===== src/anp_pkg.sv =====
package anp_pkg;
    // Register indices on the management port
    localparam logic [4:0] ADDR_BASIC_CONTROL = 5'h00;
    localparam logic [4:0] ADDR_BASIC_STATUS = 5'h01;
    localparam logic [4:0] ADDR_ADVERTISED = 5'h04;
    localparam logic [4:0] ADDR_PARTNER = 5'h05;
    localparam logic [4:0] ADDR_EXPANSION = 5'h06;

    // Basic control field positions
    localparam int CTL_SOFT_RESET = 15;
    localparam int CTL_LOOPBACK = 14;
    localparam int CTL_SPEED_100 = 13;
    localparam int CTL_NEG_ENABLE = 12;
    localparam int CTL_POWER_DOWN = 11;
    localparam int CTL_ISOLATE = 10;
    localparam int CTL_RESTART = 9;
    localparam int CTL_FULL_DUPLEX = 8;
    localparam int CTL_COLL_TEST = 7;
    localparam logic [15:0] CTL_RESET = 16'h3000;
    localparam logic [15:0] CTL_STORED_MASK = 16'h7D80;

    // Basic status: fixed abilities, T4 clear, preamble suppression
    localparam logic [15:0] STATUS_FIXED = 16'h7849;
    localparam int STS_COMPLETE = 5;
    localparam int STS_REMOTE_FAULT = 4;
    localparam int STS_LINK = 2;

    // Ability word layout
    localparam int ABL_NEXT_PAGE = 15;
    localparam int ABL_REMOTE_FAULT = 13;
    localparam int ABL_100_FD = 8;
    localparam int ABL_100_HD = 7;
    localparam int ABL_10_FD = 6;
    localparam int ABL_10_HD = 5;
    localparam logic [15:0] ADV_RESET = 16'h01E1;
    localparam logic [15:0] ADV_WRITE_MASK = 16'h21E0;

    // Expansion field positions
    localparam int EXP_MULTI_FAULT = 4;
    localparam int EXP_PARTNER_NP = 3;
    localparam int EXP_LOCAL_NP = 2;
    localparam int EXP_PAGE_RCVD = 1;
    localparam int EXP_PARTNER_ABLE = 0;

    // Timing: clock in kHz times milliseconds gives cycles
    localparam int unsigned CLK_KHZ = 100_000;
    localparam int unsigned BREAK_LINK_MS = 1300;
    localparam int unsigned NEG_WAIT_MS = 750;
    localparam int unsigned LINK_INHIBIT_MS = 800;
    localparam int unsigned FLP_EXCHANGE_MS = 200;
    localparam int unsigned BREAK_LINK_CYC = BREAK_LINK_MS * CLK_KHZ;
    localparam int unsigned NEG_WAIT_CYC = NEG_WAIT_MS * CLK_KHZ;
    localparam int unsigned LINK_INHIBIT_CYC = LINK_INHIBIT_MS * CLK_KHZ;
    localparam int unsigned FLP_EXCHANGE_CYC = FLP_EXCHANGE_MS * CLK_KHZ;
    localparam int TIMER_W = 28;

    typedef enum logic [2:0] {
        ST_FORCED,
        ST_BREAK,
        ST_ABILITY,
        ST_EXCHANGE,
        ST_PD_WAIT,
        ST_INHIBIT,
        ST_GOOD
    } anp_state_e;
endpackage


===== src/anp_autoneg.sv =====
`timescale 1ns/1ps
module anp_autoneg #(
    parameter int unsigned BREAK_CYC = anp_pkg::BREAK_LINK_CYC,
    parameter int unsigned WAIT_CYC = anp_pkg::NEG_WAIT_CYC,
    parameter int unsigned INHIBIT_CYC = anp_pkg::LINK_INHIBIT_CYC,
    parameter int unsigned EXCHANGE_CYC = anp_pkg::FLP_EXCHANGE_CYC
) (
    input wire logic clk_i,
    input wire logic rst_i,
    input wire logic [4:0] mgmt_addr_i,
    input wire logic mgmt_wr_i,
    input wire logic [15:0] mgmt_wdata_i,
    input wire logic mgmt_rd_i,
    output logic [15:0] mgmt_rdata_o,
    input wire logic link_10_i,
    input wire logic link_100_i,
    input wire logic page_rx_i,
    input wire logic [15:0] page_word_i,
    output logic [15:0] adv_word_o,
    output logic flp_enable_o,
    output logic tx_suppress_o,
    output logic neg_complete_o,
    output logic speed_100_o,
    output logic full_duplex_o,
    output logic link_ok_o
);
    typedef struct packed {
        anp_pkg::anp_state_e st;
        logic [15:0] ctl;
        logic [15:0] adv;
        logic [15:0] lp;
        logic multi_fault;
        logic page_rcvd;
        logic partner_able;
        logic res_100;
        logic res_fd;
        logic [anp_pkg::TIMER_W-1:0] timer;
        logic l10_s1;
        logic l10_s2;
        logic l100_s1;
        logic l100_s2;
        logic [15:0] rdata;
    } anp_regs_s;

    // Cycle counts cut to the timer width on purpose
    localparam int TW = anp_pkg::TIMER_W;
    localparam logic [TW-1:0] BREAK_LAST =
        TW'(BREAK_CYC - 1);
    localparam logic [TW-1:0] WAIT_LAST =
        TW'(WAIT_CYC - 1);
    localparam logic [TW-1:0] INHIBIT_LAST =
        TW'(INHIBIT_CYC - 1);
    localparam logic [TW-1:0] EXCHANGE_LAST =
        TW'(EXCHANGE_CYC - 1);

    localparam anp_regs_s REGS_RESET = '{
        st: anp_pkg::ST_FORCED,
        ctl: anp_pkg::CTL_RESET,
        adv: anp_pkg::ADV_RESET,
        lp: 16'h0000,
        multi_fault: 1'b0,
        page_rcvd: 1'b0,
        partner_able: 1'b0,
        res_100: 1'b0,
        res_fd: 1'b0,
        timer: '0,
        l10_s1: 1'b0,
        l10_s2: 1'b0,
        l100_s1: 1'b0,
        l100_s2: 1'b0,
        rdata: 16'h0000
    };

    anp_regs_s r;
    anp_regs_s next_r;

    // Link of whichever speed is in use
    function automatic logic link_of(input logic is_100, input logic l10,
                                     input logic l100);
        link_of = is_100 ? l100 : l10;
    endfunction

    // One strobe aimed at one register index
    function automatic logic reg_hit(input logic strobe,
                                     input logic [4:0] addr,
                                     input logic [4:0] target);
        reg_hit = strobe && (addr == target);
    endfunction

    // Highest shared ability wins: 100 FD, 100 HD, 10 FD, 10 HD
    function automatic logic [1:0] resolve(input logic [3:0] both);
        resolve[1] = both[3] || both[2];
        resolve[0] = both[3] || (!both[2] && both[1]);
    endfunction

    logic link_now;
    logic complete;
    logic neg_en;
    logic [15:0] status_word;
    logic [15:0] exp_word;
    logic [3:0] common;
    logic [1:0] best;
    logic soft_reset;

    assign neg_en = r.ctl[anp_pkg::CTL_NEG_ENABLE];
    assign complete = (r.st == anp_pkg::ST_GOOD);
    assign link_now = neg_en ? (complete &&
                                link_of(r.res_100, r.l10_s2, r.l100_s2))
                             : link_of(r.ctl[anp_pkg::CTL_SPEED_100],
                                       r.l10_s2, r.l100_s2);

    always_comb begin
        status_word = anp_pkg::STATUS_FIXED;
        status_word[anp_pkg::STS_COMPLETE] = complete;
        status_word[anp_pkg::STS_REMOTE_FAULT] =
            r.lp[anp_pkg::ABL_REMOTE_FAULT];
        status_word[anp_pkg::STS_LINK] = link_now;
    end

    always_comb begin
        exp_word = 16'h0000;
        exp_word[anp_pkg::EXP_MULTI_FAULT] = r.multi_fault;
        exp_word[anp_pkg::EXP_PARTNER_NP] = r.lp[anp_pkg::ABL_NEXT_PAGE];
        exp_word[anp_pkg::EXP_LOCAL_NP] = 1'b0;
        exp_word[anp_pkg::EXP_PAGE_RCVD] = r.page_rcvd;
        exp_word[anp_pkg::EXP_PARTNER_ABLE] = r.partner_able;
    end

    // Abilities shared by both ends, 100 FD down to 10 HD
    assign common = r.adv[anp_pkg::ABL_100_FD:anp_pkg::ABL_10_HD] &
                    r.lp[anp_pkg::ABL_100_FD:anp_pkg::ABL_10_HD];
    assign best = resolve(common);
    assign soft_reset = reg_hit(mgmt_wr_i, mgmt_addr_i,
                                anp_pkg::ADDR_BASIC_CONTROL) &&
                        mgmt_wdata_i[anp_pkg::CTL_SOFT_RESET];

    always_comb begin
        logic pd_10;
        logic pd_100;
        logic rd_exp;
        logic restart_go;
        next_r = r;
        pd_10 = 1'b0;
        pd_100 = 1'b0;
        rd_exp = reg_hit(mgmt_rd_i, mgmt_addr_i, anp_pkg::ADDR_EXPANSION);
        restart_go = 1'b0;

        // Link inputs come from the analog receivers, asynchronous
        next_r.l10_s1 = link_10_i;
        next_r.l10_s2 = r.l10_s1;
        next_r.l100_s1 = link_100_i;
        next_r.l100_s2 = r.l100_s1;

        // Qualified detection: only speeds advertised as half duplex count
        pd_10 = r.l10_s2 && r.adv[anp_pkg::ABL_10_HD];
        pd_100 = r.l100_s2 && r.adv[anp_pkg::ABL_100_HD];

        // Read-clear flags; a set later in this pass still wins
        if (rd_exp) begin
            next_r.multi_fault = 1'b0;
            next_r.page_rcvd = 1'b0;
        end

        next_r.ctl[anp_pkg::CTL_RESTART] = 1'b0;
        if (mgmt_wr_i) begin
            case (mgmt_addr_i)
                anp_pkg::ADDR_BASIC_CONTROL: begin
                    next_r.ctl = mgmt_wdata_i & anp_pkg::CTL_STORED_MASK;
                    next_r.ctl[anp_pkg::CTL_RESTART] =
                        mgmt_wdata_i[anp_pkg::CTL_RESTART];
                end
                anp_pkg::ADDR_ADVERTISED: begin
                    next_r.adv = (mgmt_wdata_i & anp_pkg::ADV_WRITE_MASK) |
                                 (anp_pkg::ADV_RESET &
                                  ~anp_pkg::ADV_WRITE_MASK);
                end
                default: begin
                end
            endcase
        end

        if (page_rx_i) begin
            next_r.lp = page_word_i;
            next_r.page_rcvd = 1'b1;
            next_r.partner_able = 1'b1;
        end

        case (r.st)
            anp_pkg::ST_FORCED: begin
                // Any set enable, the reset default included, starts negotiation from forced
                if (next_r.ctl[anp_pkg::CTL_NEG_ENABLE]) begin
                    next_r.st = anp_pkg::ST_BREAK;
                end
            end
            anp_pkg::ST_BREAK: begin
                if (r.timer == BREAK_LAST) begin
                    next_r.st = anp_pkg::ST_ABILITY;
                end
            end
            anp_pkg::ST_ABILITY: begin
                if (page_rx_i) begin
                    next_r.st = anp_pkg::ST_EXCHANGE;
                end else if (r.l10_s2 && r.l100_s2) begin
                    next_r.multi_fault = 1'b1;
                end else if (pd_10 || pd_100) begin
                    next_r.st = anp_pkg::ST_PD_WAIT;
                end
            end
            anp_pkg::ST_EXCHANGE: begin
                if (r.timer == EXCHANGE_LAST) begin
                    // No shared ability: back to ability detect instead of inhibit
                    if (common != 4'h0) begin
                        next_r.st = anp_pkg::ST_INHIBIT;
                        next_r.res_100 = best[1];
                        next_r.res_fd = best[0];
                    end else begin
                        next_r.st = anp_pkg::ST_ABILITY;
                    end
                end
            end
            anp_pkg::ST_PD_WAIT: begin
                // A lone detected speed must hold for the whole wait
                if (r.l10_s2 && r.l100_s2) begin
                    next_r.multi_fault = 1'b1;
                    next_r.st = anp_pkg::ST_ABILITY;
                end else if (!(pd_10 || pd_100)) begin
                    next_r.st = anp_pkg::ST_ABILITY;
                end else if (r.timer == WAIT_LAST) begin
                    next_r.st = anp_pkg::ST_INHIBIT;
                    next_r.res_100 = pd_100;
                    next_r.res_fd = 1'b0;
                    next_r.lp = 16'h0000;
                    next_r.lp[anp_pkg::ABL_100_HD] = pd_100;
                    next_r.lp[anp_pkg::ABL_10_HD] = pd_10;
                    next_r.partner_able = 1'b0;
                end
            end
            anp_pkg::ST_INHIBIT: begin
                // Chosen speed must show link before inhibit runs out
                if (link_of(r.res_100, r.l10_s2, r.l100_s2)) begin
                    next_r.st = anp_pkg::ST_GOOD;
                end else if (r.timer == INHIBIT_LAST) begin
                    next_r.st = anp_pkg::ST_BREAK;
                end
            end
            anp_pkg::ST_GOOD: begin
                // Cable pulled: negotiate again from break link
                if (!link_of(r.res_100, r.l10_s2, r.l100_s2)) begin
                    next_r.st = anp_pkg::ST_BREAK;
                end
            end
            default: begin
                next_r.st = anp_pkg::ST_FORCED;
            end
        endcase

        // Restart from any negotiating state goes through break link
        if (next_r.ctl[anp_pkg::CTL_RESTART] && neg_en &&
            r.st != anp_pkg::ST_FORCED) begin
            next_r.st = anp_pkg::ST_BREAK;
            restart_go = 1'b1;
        end
        if (!next_r.ctl[anp_pkg::CTL_NEG_ENABLE]) begin
            next_r.st = anp_pkg::ST_FORCED;
        end

        // Every phase starts its timer afresh; a restart inside break
        // link starts the whole silence over
        if (next_r.st != r.st || restart_go) begin
            next_r.timer = '0;
        end else begin
            next_r.timer = r.timer + 1'b1;
        end

        // Read data is registered and holds until the next read or a soft reset
        next_r.rdata = r.rdata;
        if (mgmt_rd_i) begin
            case (mgmt_addr_i)
                anp_pkg::ADDR_BASIC_CONTROL: next_r.rdata = r.ctl;
                anp_pkg::ADDR_BASIC_STATUS: next_r.rdata = status_word;
                anp_pkg::ADDR_ADVERTISED: next_r.rdata = r.adv;
                anp_pkg::ADDR_PARTNER: next_r.rdata = r.lp;
                anp_pkg::ADDR_EXPANSION: next_r.rdata = exp_word;
                default: next_r.rdata = 16'h0000;
            endcase
        end

        // Software reset returns all but the link synchronizers to defaults next cycle
        if (soft_reset) begin
            next_r = REGS_RESET;
            next_r.l10_s1 = r.l10_s1;
            next_r.l10_s2 = r.l10_s2;
            next_r.l100_s1 = r.l100_s1;
            next_r.l100_s2 = r.l100_s2;
        end
    end

    always_ff @(posedge clk_i or posedge rst_i) begin
        if (rst_i) begin
            r <= REGS_RESET;
        end else begin
            r <= next_r;
        end
    end

    assign mgmt_rdata_o = r.rdata;
    assign adv_word_o = r.adv;
    // Bursts go out while abilities are offered and exchanged
    assign flp_enable_o = (r.st == anp_pkg::ST_ABILITY) ||
                          (r.st == anp_pkg::ST_EXCHANGE);
    assign tx_suppress_o = (r.st == anp_pkg::ST_BREAK);
    assign neg_complete_o = complete;
    // Forced mode uses control bits; negotiation uses the result
    assign speed_100_o = neg_en ? r.res_100
                                : r.ctl[anp_pkg::CTL_SPEED_100];
    assign full_duplex_o = neg_en ? r.res_fd
                                  : r.ctl[anp_pkg::CTL_FULL_DUPLEX];
    assign link_ok_o = link_now;
endmodule


===== config.mk =====
export PLATFORM = sky130hd
export DESIGN_NAME = anp_autoneg
export DESIGN_NICKNAME = d
export VERILOG_FILES = /design/src/anp_pkg.sv /design/src/anp_autoneg.sv
export SDC_FILE = /design/constraint.sdc
export NUM_CORES = 1
export LEC_CHECK = 0
export ABC_CLOCK_PERIOD_IN_PS = 5700
export BUFFER_PORTS_ARGS = -buffer_cell sky130_fd_sc_hd__buf_2
export CAP_MARGIN = 20
export CORE_MARGIN = 1.5
export CORE_UTILIZATION = 51
export DETAILED_ROUTE_END_ITERATION = 10
export GPL_TIMING_DRIVEN = 0
export PLACE_DENSITY = 0.82
export SETUP_SLACK_MARGIN = 0.4
export SYNTH_ARGS = -nofsm -noshare
export SYNTH_HDL_FRONTEND = slang
export SYNTH_SLANG_ARGS = --single-unit
export TNS_END_PERCENT = 100

===== constraint.sdc =====
create_clock -name clk_i -period 5.7 [get_ports clk_i]
set_clock_uncertainty 0.15 [all_clocks]
set_input_delay 0.285 -clock clk_i [delete_from_list [all_inputs] [get_ports clk_i]]
set_output_delay 0.285 -clock clk_i [all_outputs]
set_load 0.005 [all_outputs]

Yosys cells after proc, flatten, opt, wreduce, memory -nomap -nowiden

Index checks and enable logic that the tools add are counted.

Reductions and logical operators: 29
Equal/unequal tests: 20
$add $sub $neg: 1
Mux-type cells: 45
Bitwise operators: 1

Operators by type and width:

| kind                                                                     | count |
|---|---|
| 16-bit 2-to-1 mux                                                        | 8 |
| 104-bit 2-to-1 mux                                                       | 1 |
| 28-bit by 27-bit equality test with 1-bit output (second input constant) | 3 |
| 16-bit one-hot mux with 5 select lines                                   | 1 |
| 3-bit 2-to-1 mux                                                         | 17 |
| 32-bit 2-to-1 mux                                                        | 1 |
| 28-bit by 1-bit adder with 28-bit output (second input constant)         | 1 |
| 28-bit by 25-bit equality test with 1-bit output (second input constant) | 1 |
| 28-bit 2-to-1 mux                                                        | 1 |
| 3-bit one-hot mux with 7 select lines                                    | 1 |
| 5-bit by 3-bit equality test with 1-bit output (second input constant)   | 3 |
| 3-bit inequality test (second input constant)                            | 5 |
| 1-bit logical AND                                                        | 10 |
| 3-bit equality test (second input constant)                              | 3 |
| 1-bit 2-to-1 mux                                                         | 9 |
| 3-bit nonzero test                                                       | 3 |
| 2-bit 2-to-1 mux                                                         | 4 |
| 2-bit nonzero test                                                       | 4 |
| 3-bit by 2-bit equality test with 1-bit output (second input constant)   | 2 |
| 6-bit AND reduction                                                      | 1 |
| 5-bit by 1-bit equality test with 1-bit output (second input constant)   | 1 |
| 5-bit logical NOT                                                        | 1 |
| 1-bit logical OR                                                         | 5 |
| 4-bit AND                                                                | 1 |
| other kinds (8)                                                          | 9 |

Output and inout bits: 38
Flip-flop bits (word level): 104
Input port bits: 44
Word-level logic and storage cells: 112

Longest topological paths before layout

Word-level depth: 12
Depth in mapped cells: 10
Depth with buffers taken out: 8

Worst setup path after synthesis

OpenSTA, ideal clock, no wires.

Path type: flip-flop to flip-flop
Start: register r[20] in the netlist's numbering
End: register r[36] in the netlist's numbering
Stages on the path, launching flop included: 11
Setup time: 0.069 ns
Clock period less this slack: 2.568 ns
Buffers on the path: 2
Arrival time: 2.349 ns
Data required time: 5.481 ns
Path slack: 3.132 ns
Path through: dfrtp_1 -> ha_1 -> and4_1 -> nand4_1 -> or4b_1 -> buf_2 -> o211a_4 -> mux2i_4 -> o2111ai_4 -> buf_6 -> nor2_2

RTL lines:

| element                | RTL line           | source |
|---|---|---|
| start, declared        | anp_autoneg.sv:74  | `anp_regs_s r;` |
| start signal, assigned | anp_autoneg.sv:302 | `r <= next_r;` |

==> tab_implementation.tex <==
\begin{tabular}{lr}
\hline
Metric & Value \\
\hline
\multicolumn{2}{l}{\textbf{Run status}} \\
Result of the run & complete, no violations \\
\multicolumn{2}{l}{\textbf{Synthesis}} \\
Number of different library cells in the post-synthesis netlist & between 60 and 70 \\
Most numerous cell in the Yosys netlist & dfrtp\_1 \\
Share of flip-flops with an asynchronous set or reset after synthesis & 1.00 \\
Post-synthesis register bit count & 86 \\
Syn Inst Count & between 500 and 600 \\
Number of enable-type register cells in the synthesized netlist & 0 \\
Synth top area share & 0.395 \\
Share of the yosys chip area belonging to registers & 0.432 \\
Synthesized area per cell & slightly above 9 um\^{}2 \\
Largest cells by area after synthesis & dfrtp\_1 (40\%), nand2\_1 (5.1\%), mux2i\_1 (5.0\%) \\
Number of synthesis warnings & 0 \\
Synth Flop Type & dfrtp\_1 \\
Summed instance area of the synthesized netlist & 5000 um\^{}2 \\
Library cell with the largest summed area after synthesis & dfrtp\_1 \\
Top cells by instance count after synthesis & dfrtp\_1 (79), nand2\_1 (68), nor2\_1 (58), buf\_4 (32), mux2i\_1 (25) \\
\multicolumn{2}{l}{\textbf{Routing}} \\
Via count & $\sim$4,200 \\
Remaining routing DRC violations & 0 \\
Routed vias/inst & 5.57 \\
First-iteration detailed-routing DRC count & approximately 250 \\
Antenna-violating nets left & 0 \\
Detailed-router iteration count before antenna repair & 6 \\
Average wire per cell in the routed design & 15.9 um \\
Total wire length & around 12,000 um \\
\multicolumn{2}{l}{\textbf{Floorplan}} \\
Area of the die & 10,400 um\^{}2 \\
Floorplan row count & 35 \\
Starting density of the core & 0.534 \\
Std-Cell Core Area & approximately 9400 um\^{}2 \\
Number of ports placed on the die boundary & between 80 and 90 \\
Width of the die & 102 um \\
Die outline height & roughly 100 um \\
\multicolumn{2}{l}{\textbf{Timing}} \\
Final period demand of the worst path & a little under 3 ns \\
Worst Setup Slack, final & around 2.8 ns \\
Maximum clock frequency & between 300 and 400 MHz \\
Unrepaired setup endpoints after global routing & false \\
Transition at the pin with the smallest max-transition slack & roughly 0.84 ns \\
Summed negative setup slack over all endpoints & 0 ns \\
Setup violations, final & 0 \\
Final count of hold timing violations & 0 \\
Tcrit/Tclk final & 0.516 \\
Number of slew-limit violations in the final report & 0 \\
Slew Limit Headroom & 0.442 \\
\multicolumn{2}{l}{\textbf{Clock tree}} \\
TritonCTS sink count & between 80 and 90 \\
Depth of the CTS H-tree & 3 \\
Number of post-CTS setup repair buffers & 0 \\
Root buffer selected by CTS & clkbuf\_8 \\
Deepest clock path buffer count & 2 \\
CTS clk-pin slew, worst paths & around 0.10 ns \\
Clock tree from TritonCTS & yes \\
TritonCTS Buffers & 9 \\
Worst-Skew Late Latency & 0.35 ns \\
\multicolumn{2}{l}{\textbf{Placed design}} \\
Area post-placement & $\sim$5600 um\^{}2 \\
Port Buf Inserts & between 60 and 70 \\
Post-Place Worst Slack & $\sim$2.8 ns \\
Final weighted congestion in routability-driven placement & roughly 0.94 \\
Post-detailed-placement half-perimeter wirelength & a little over 9000 um \\
\multicolumn{2}{l}{\textbf{Setup path}} \\
Maximum fanout along the worst path & 10 \\
Data arrival, critical path & 3.02 ns \\
Category of the worst setup path capture point & register \\
Crit Path Category & register to register \\
Crit path required time & 5.78 ns \\
Category of the worst setup path launch point & register \\
\multicolumn{2}{l}{\textbf{GRT}} \\
Met3 Resource Use GR & 0.0417 \\
Maximum number of pins on one net before global-route repair & just over 50 \\
Fraction of met1 tracks used by global routing & 0.338 \\
Total GRT Usage & 0.248 \\
Routing usage on met2 & 0.408 \\
Total congestion overflow & 0 \\
Number of antenna violations at the first check in global routing & 0 \\
Vias in the first global route & between 4,000 and 5,000 \\
Wire length of the first global-routing pass & roughly 20,000 um \\
Most Used Layer, Global Route & met2 \\
\multicolumn{2}{l}{\textbf{Finish}} \\
Final design instance area without fill & approximately 5800 um\^{}2 \\
P\&R area growth vs syn & 16.2\% \\
Share of post-route cells with drive strength above 1 & 0.264 \\
Nets & 673 \\
Post-layout util & 0.620 \\
Antenna Cells & 0 \\
Count of fill cells added during filler insertion & between 800 and 900 \\
\multicolumn{2}{l}{\textbf{Flow run}} \\
Number of max-capacitance violations reported & 0 \\
\multicolumn{2}{l}{\textbf{Worst hold path}} \\
HP Class & input pin to register \\
\multicolumn{2}{l}{\textbf{Power and ir drop}} \\
Maximum resistive drop on vdd & roughly 0.26 mV \\
Leakage power & 2.67 nW \\
Power density of the placed cells & 268 nW/um\^{}2 \\
\hline
\end{tabular}
-- stage by stage --
step / power (mW) / std cells / hold WS [ns]
2_1_floorplan: 1.00 / 545 / 0.205
3_3_place_gp: 1.11 / 739 / 0.302
3_5_place_dp: 1.13 / 740 / 0.203
4_1_cts: 1.57 / 762 / 0.0109
5_1_grt: 1.64 / 762 / 0.0242
6_report: 1.56 / 762 / 0.0192
-- cell families (layout without fill, tap and decap cells) --
family                     after synthesis  after routing  share of synthesized area
AOI/OAI and AO/OA                       78             78                      0.113
xor gates and xnor gates                27             27                     0.0473
adders and majority gates                1              1                    0.00250
buffers and inverters                   69            157                     0.0806
DFF                                     86             86                      0.432
muxes                                   33             33                     0.0703
other                                    1             10                   0.000750
and+or+nand+nor                        241            241                      0.253
-- area by class of cell --
class,count,area [um^2],share of cell area
sequential,86,2160,0.372
clock buffer,9,124,0.0213
timing repair buffer,72,413,0.0710
inverter,13,51.3,0.00882
buffer,56,354,0.0609
tap,129,161,0.0278
multi-input combinational,390,2470,0.425
clock inverter,7,77.6,0.0133
-- path summary, 6_finish.rpt --
check	cells past startpoint	endpoint	slack, ns	startpoint
setup / recovery	8	r[31]$_DFF_PP0_	2.76	r[36]$_DFF_PP0_
hold / removal	3	r[67]$_DFF_PP0_	0.02	page_word_i[14]
setup reg to reg	8	r[31]$_DFF_PP0_	2.76	r[36]$_DFF_PP0_
hold reg to reg	2	r[92]$_DFFE_PP0P_	0.34	r[92]$_DFFE_PP0P_
max in group asynchronous	4	neg_en$_DFF_PP1_	4.37	rst_i
min in group asynchronous	3	r[92]$_DFFE_PP0P_	0.35	rst_i
-- layer usage --
metal,vias up,part of all wire
li1,2017,-
met1,2056,0.45
met5,-,0
met3,18,0.058
met4,0,0.015
met2,155,0.48
-- sequential cells by signal, indices dropped and copies added, names as in the netlist --
register      count
adv_word_o        6
exp_word          4
mgmt_rdata_o     16
neg_en            1
r                59
-- timing repair --
action / in CTS / in global routing
gates resized for setup: 0 / 0
endpoints found under the hold margin: 37 / 0
hold buffers: 6 / 0
-- report_power, final --
part | switching (mW) | internal (mW) | total [mW]
Sequential | 0.0530 | 0.670 | 0.723
Clock | 0.232 | 0.208 | 0.441
Combinational | 0.222 | 0.172 | 0.394
-- placed cells by master (no fill, tap or decap), drive strengths merged, types with 11 or more instances in the layout --
cell    Yosys  final
a21oi      12     12
nand4      12     12
dfrtp      79     79
nand2      68     68
mux2i      26     26
buf        44    110
nor3       11     11
xnor2      15     15
xor2       12     12
o21ai      20     20
clkbuf     12     21
nand3      17     17
nor2       78     78
inv        13     17
-- critical path: stages (launching register included) --
cell and delay [ns]:
dfrtp_1 0.51, nand4_1 0.27, or4_1 0.58, o31ai_1 0.24
a21oi_1 0.17, or3_4 0.40, o2111ai_4 0.19, buf_6 0.23
nor2_2 0.06
No activity file was read; power rests on OpenSTA's default activity.
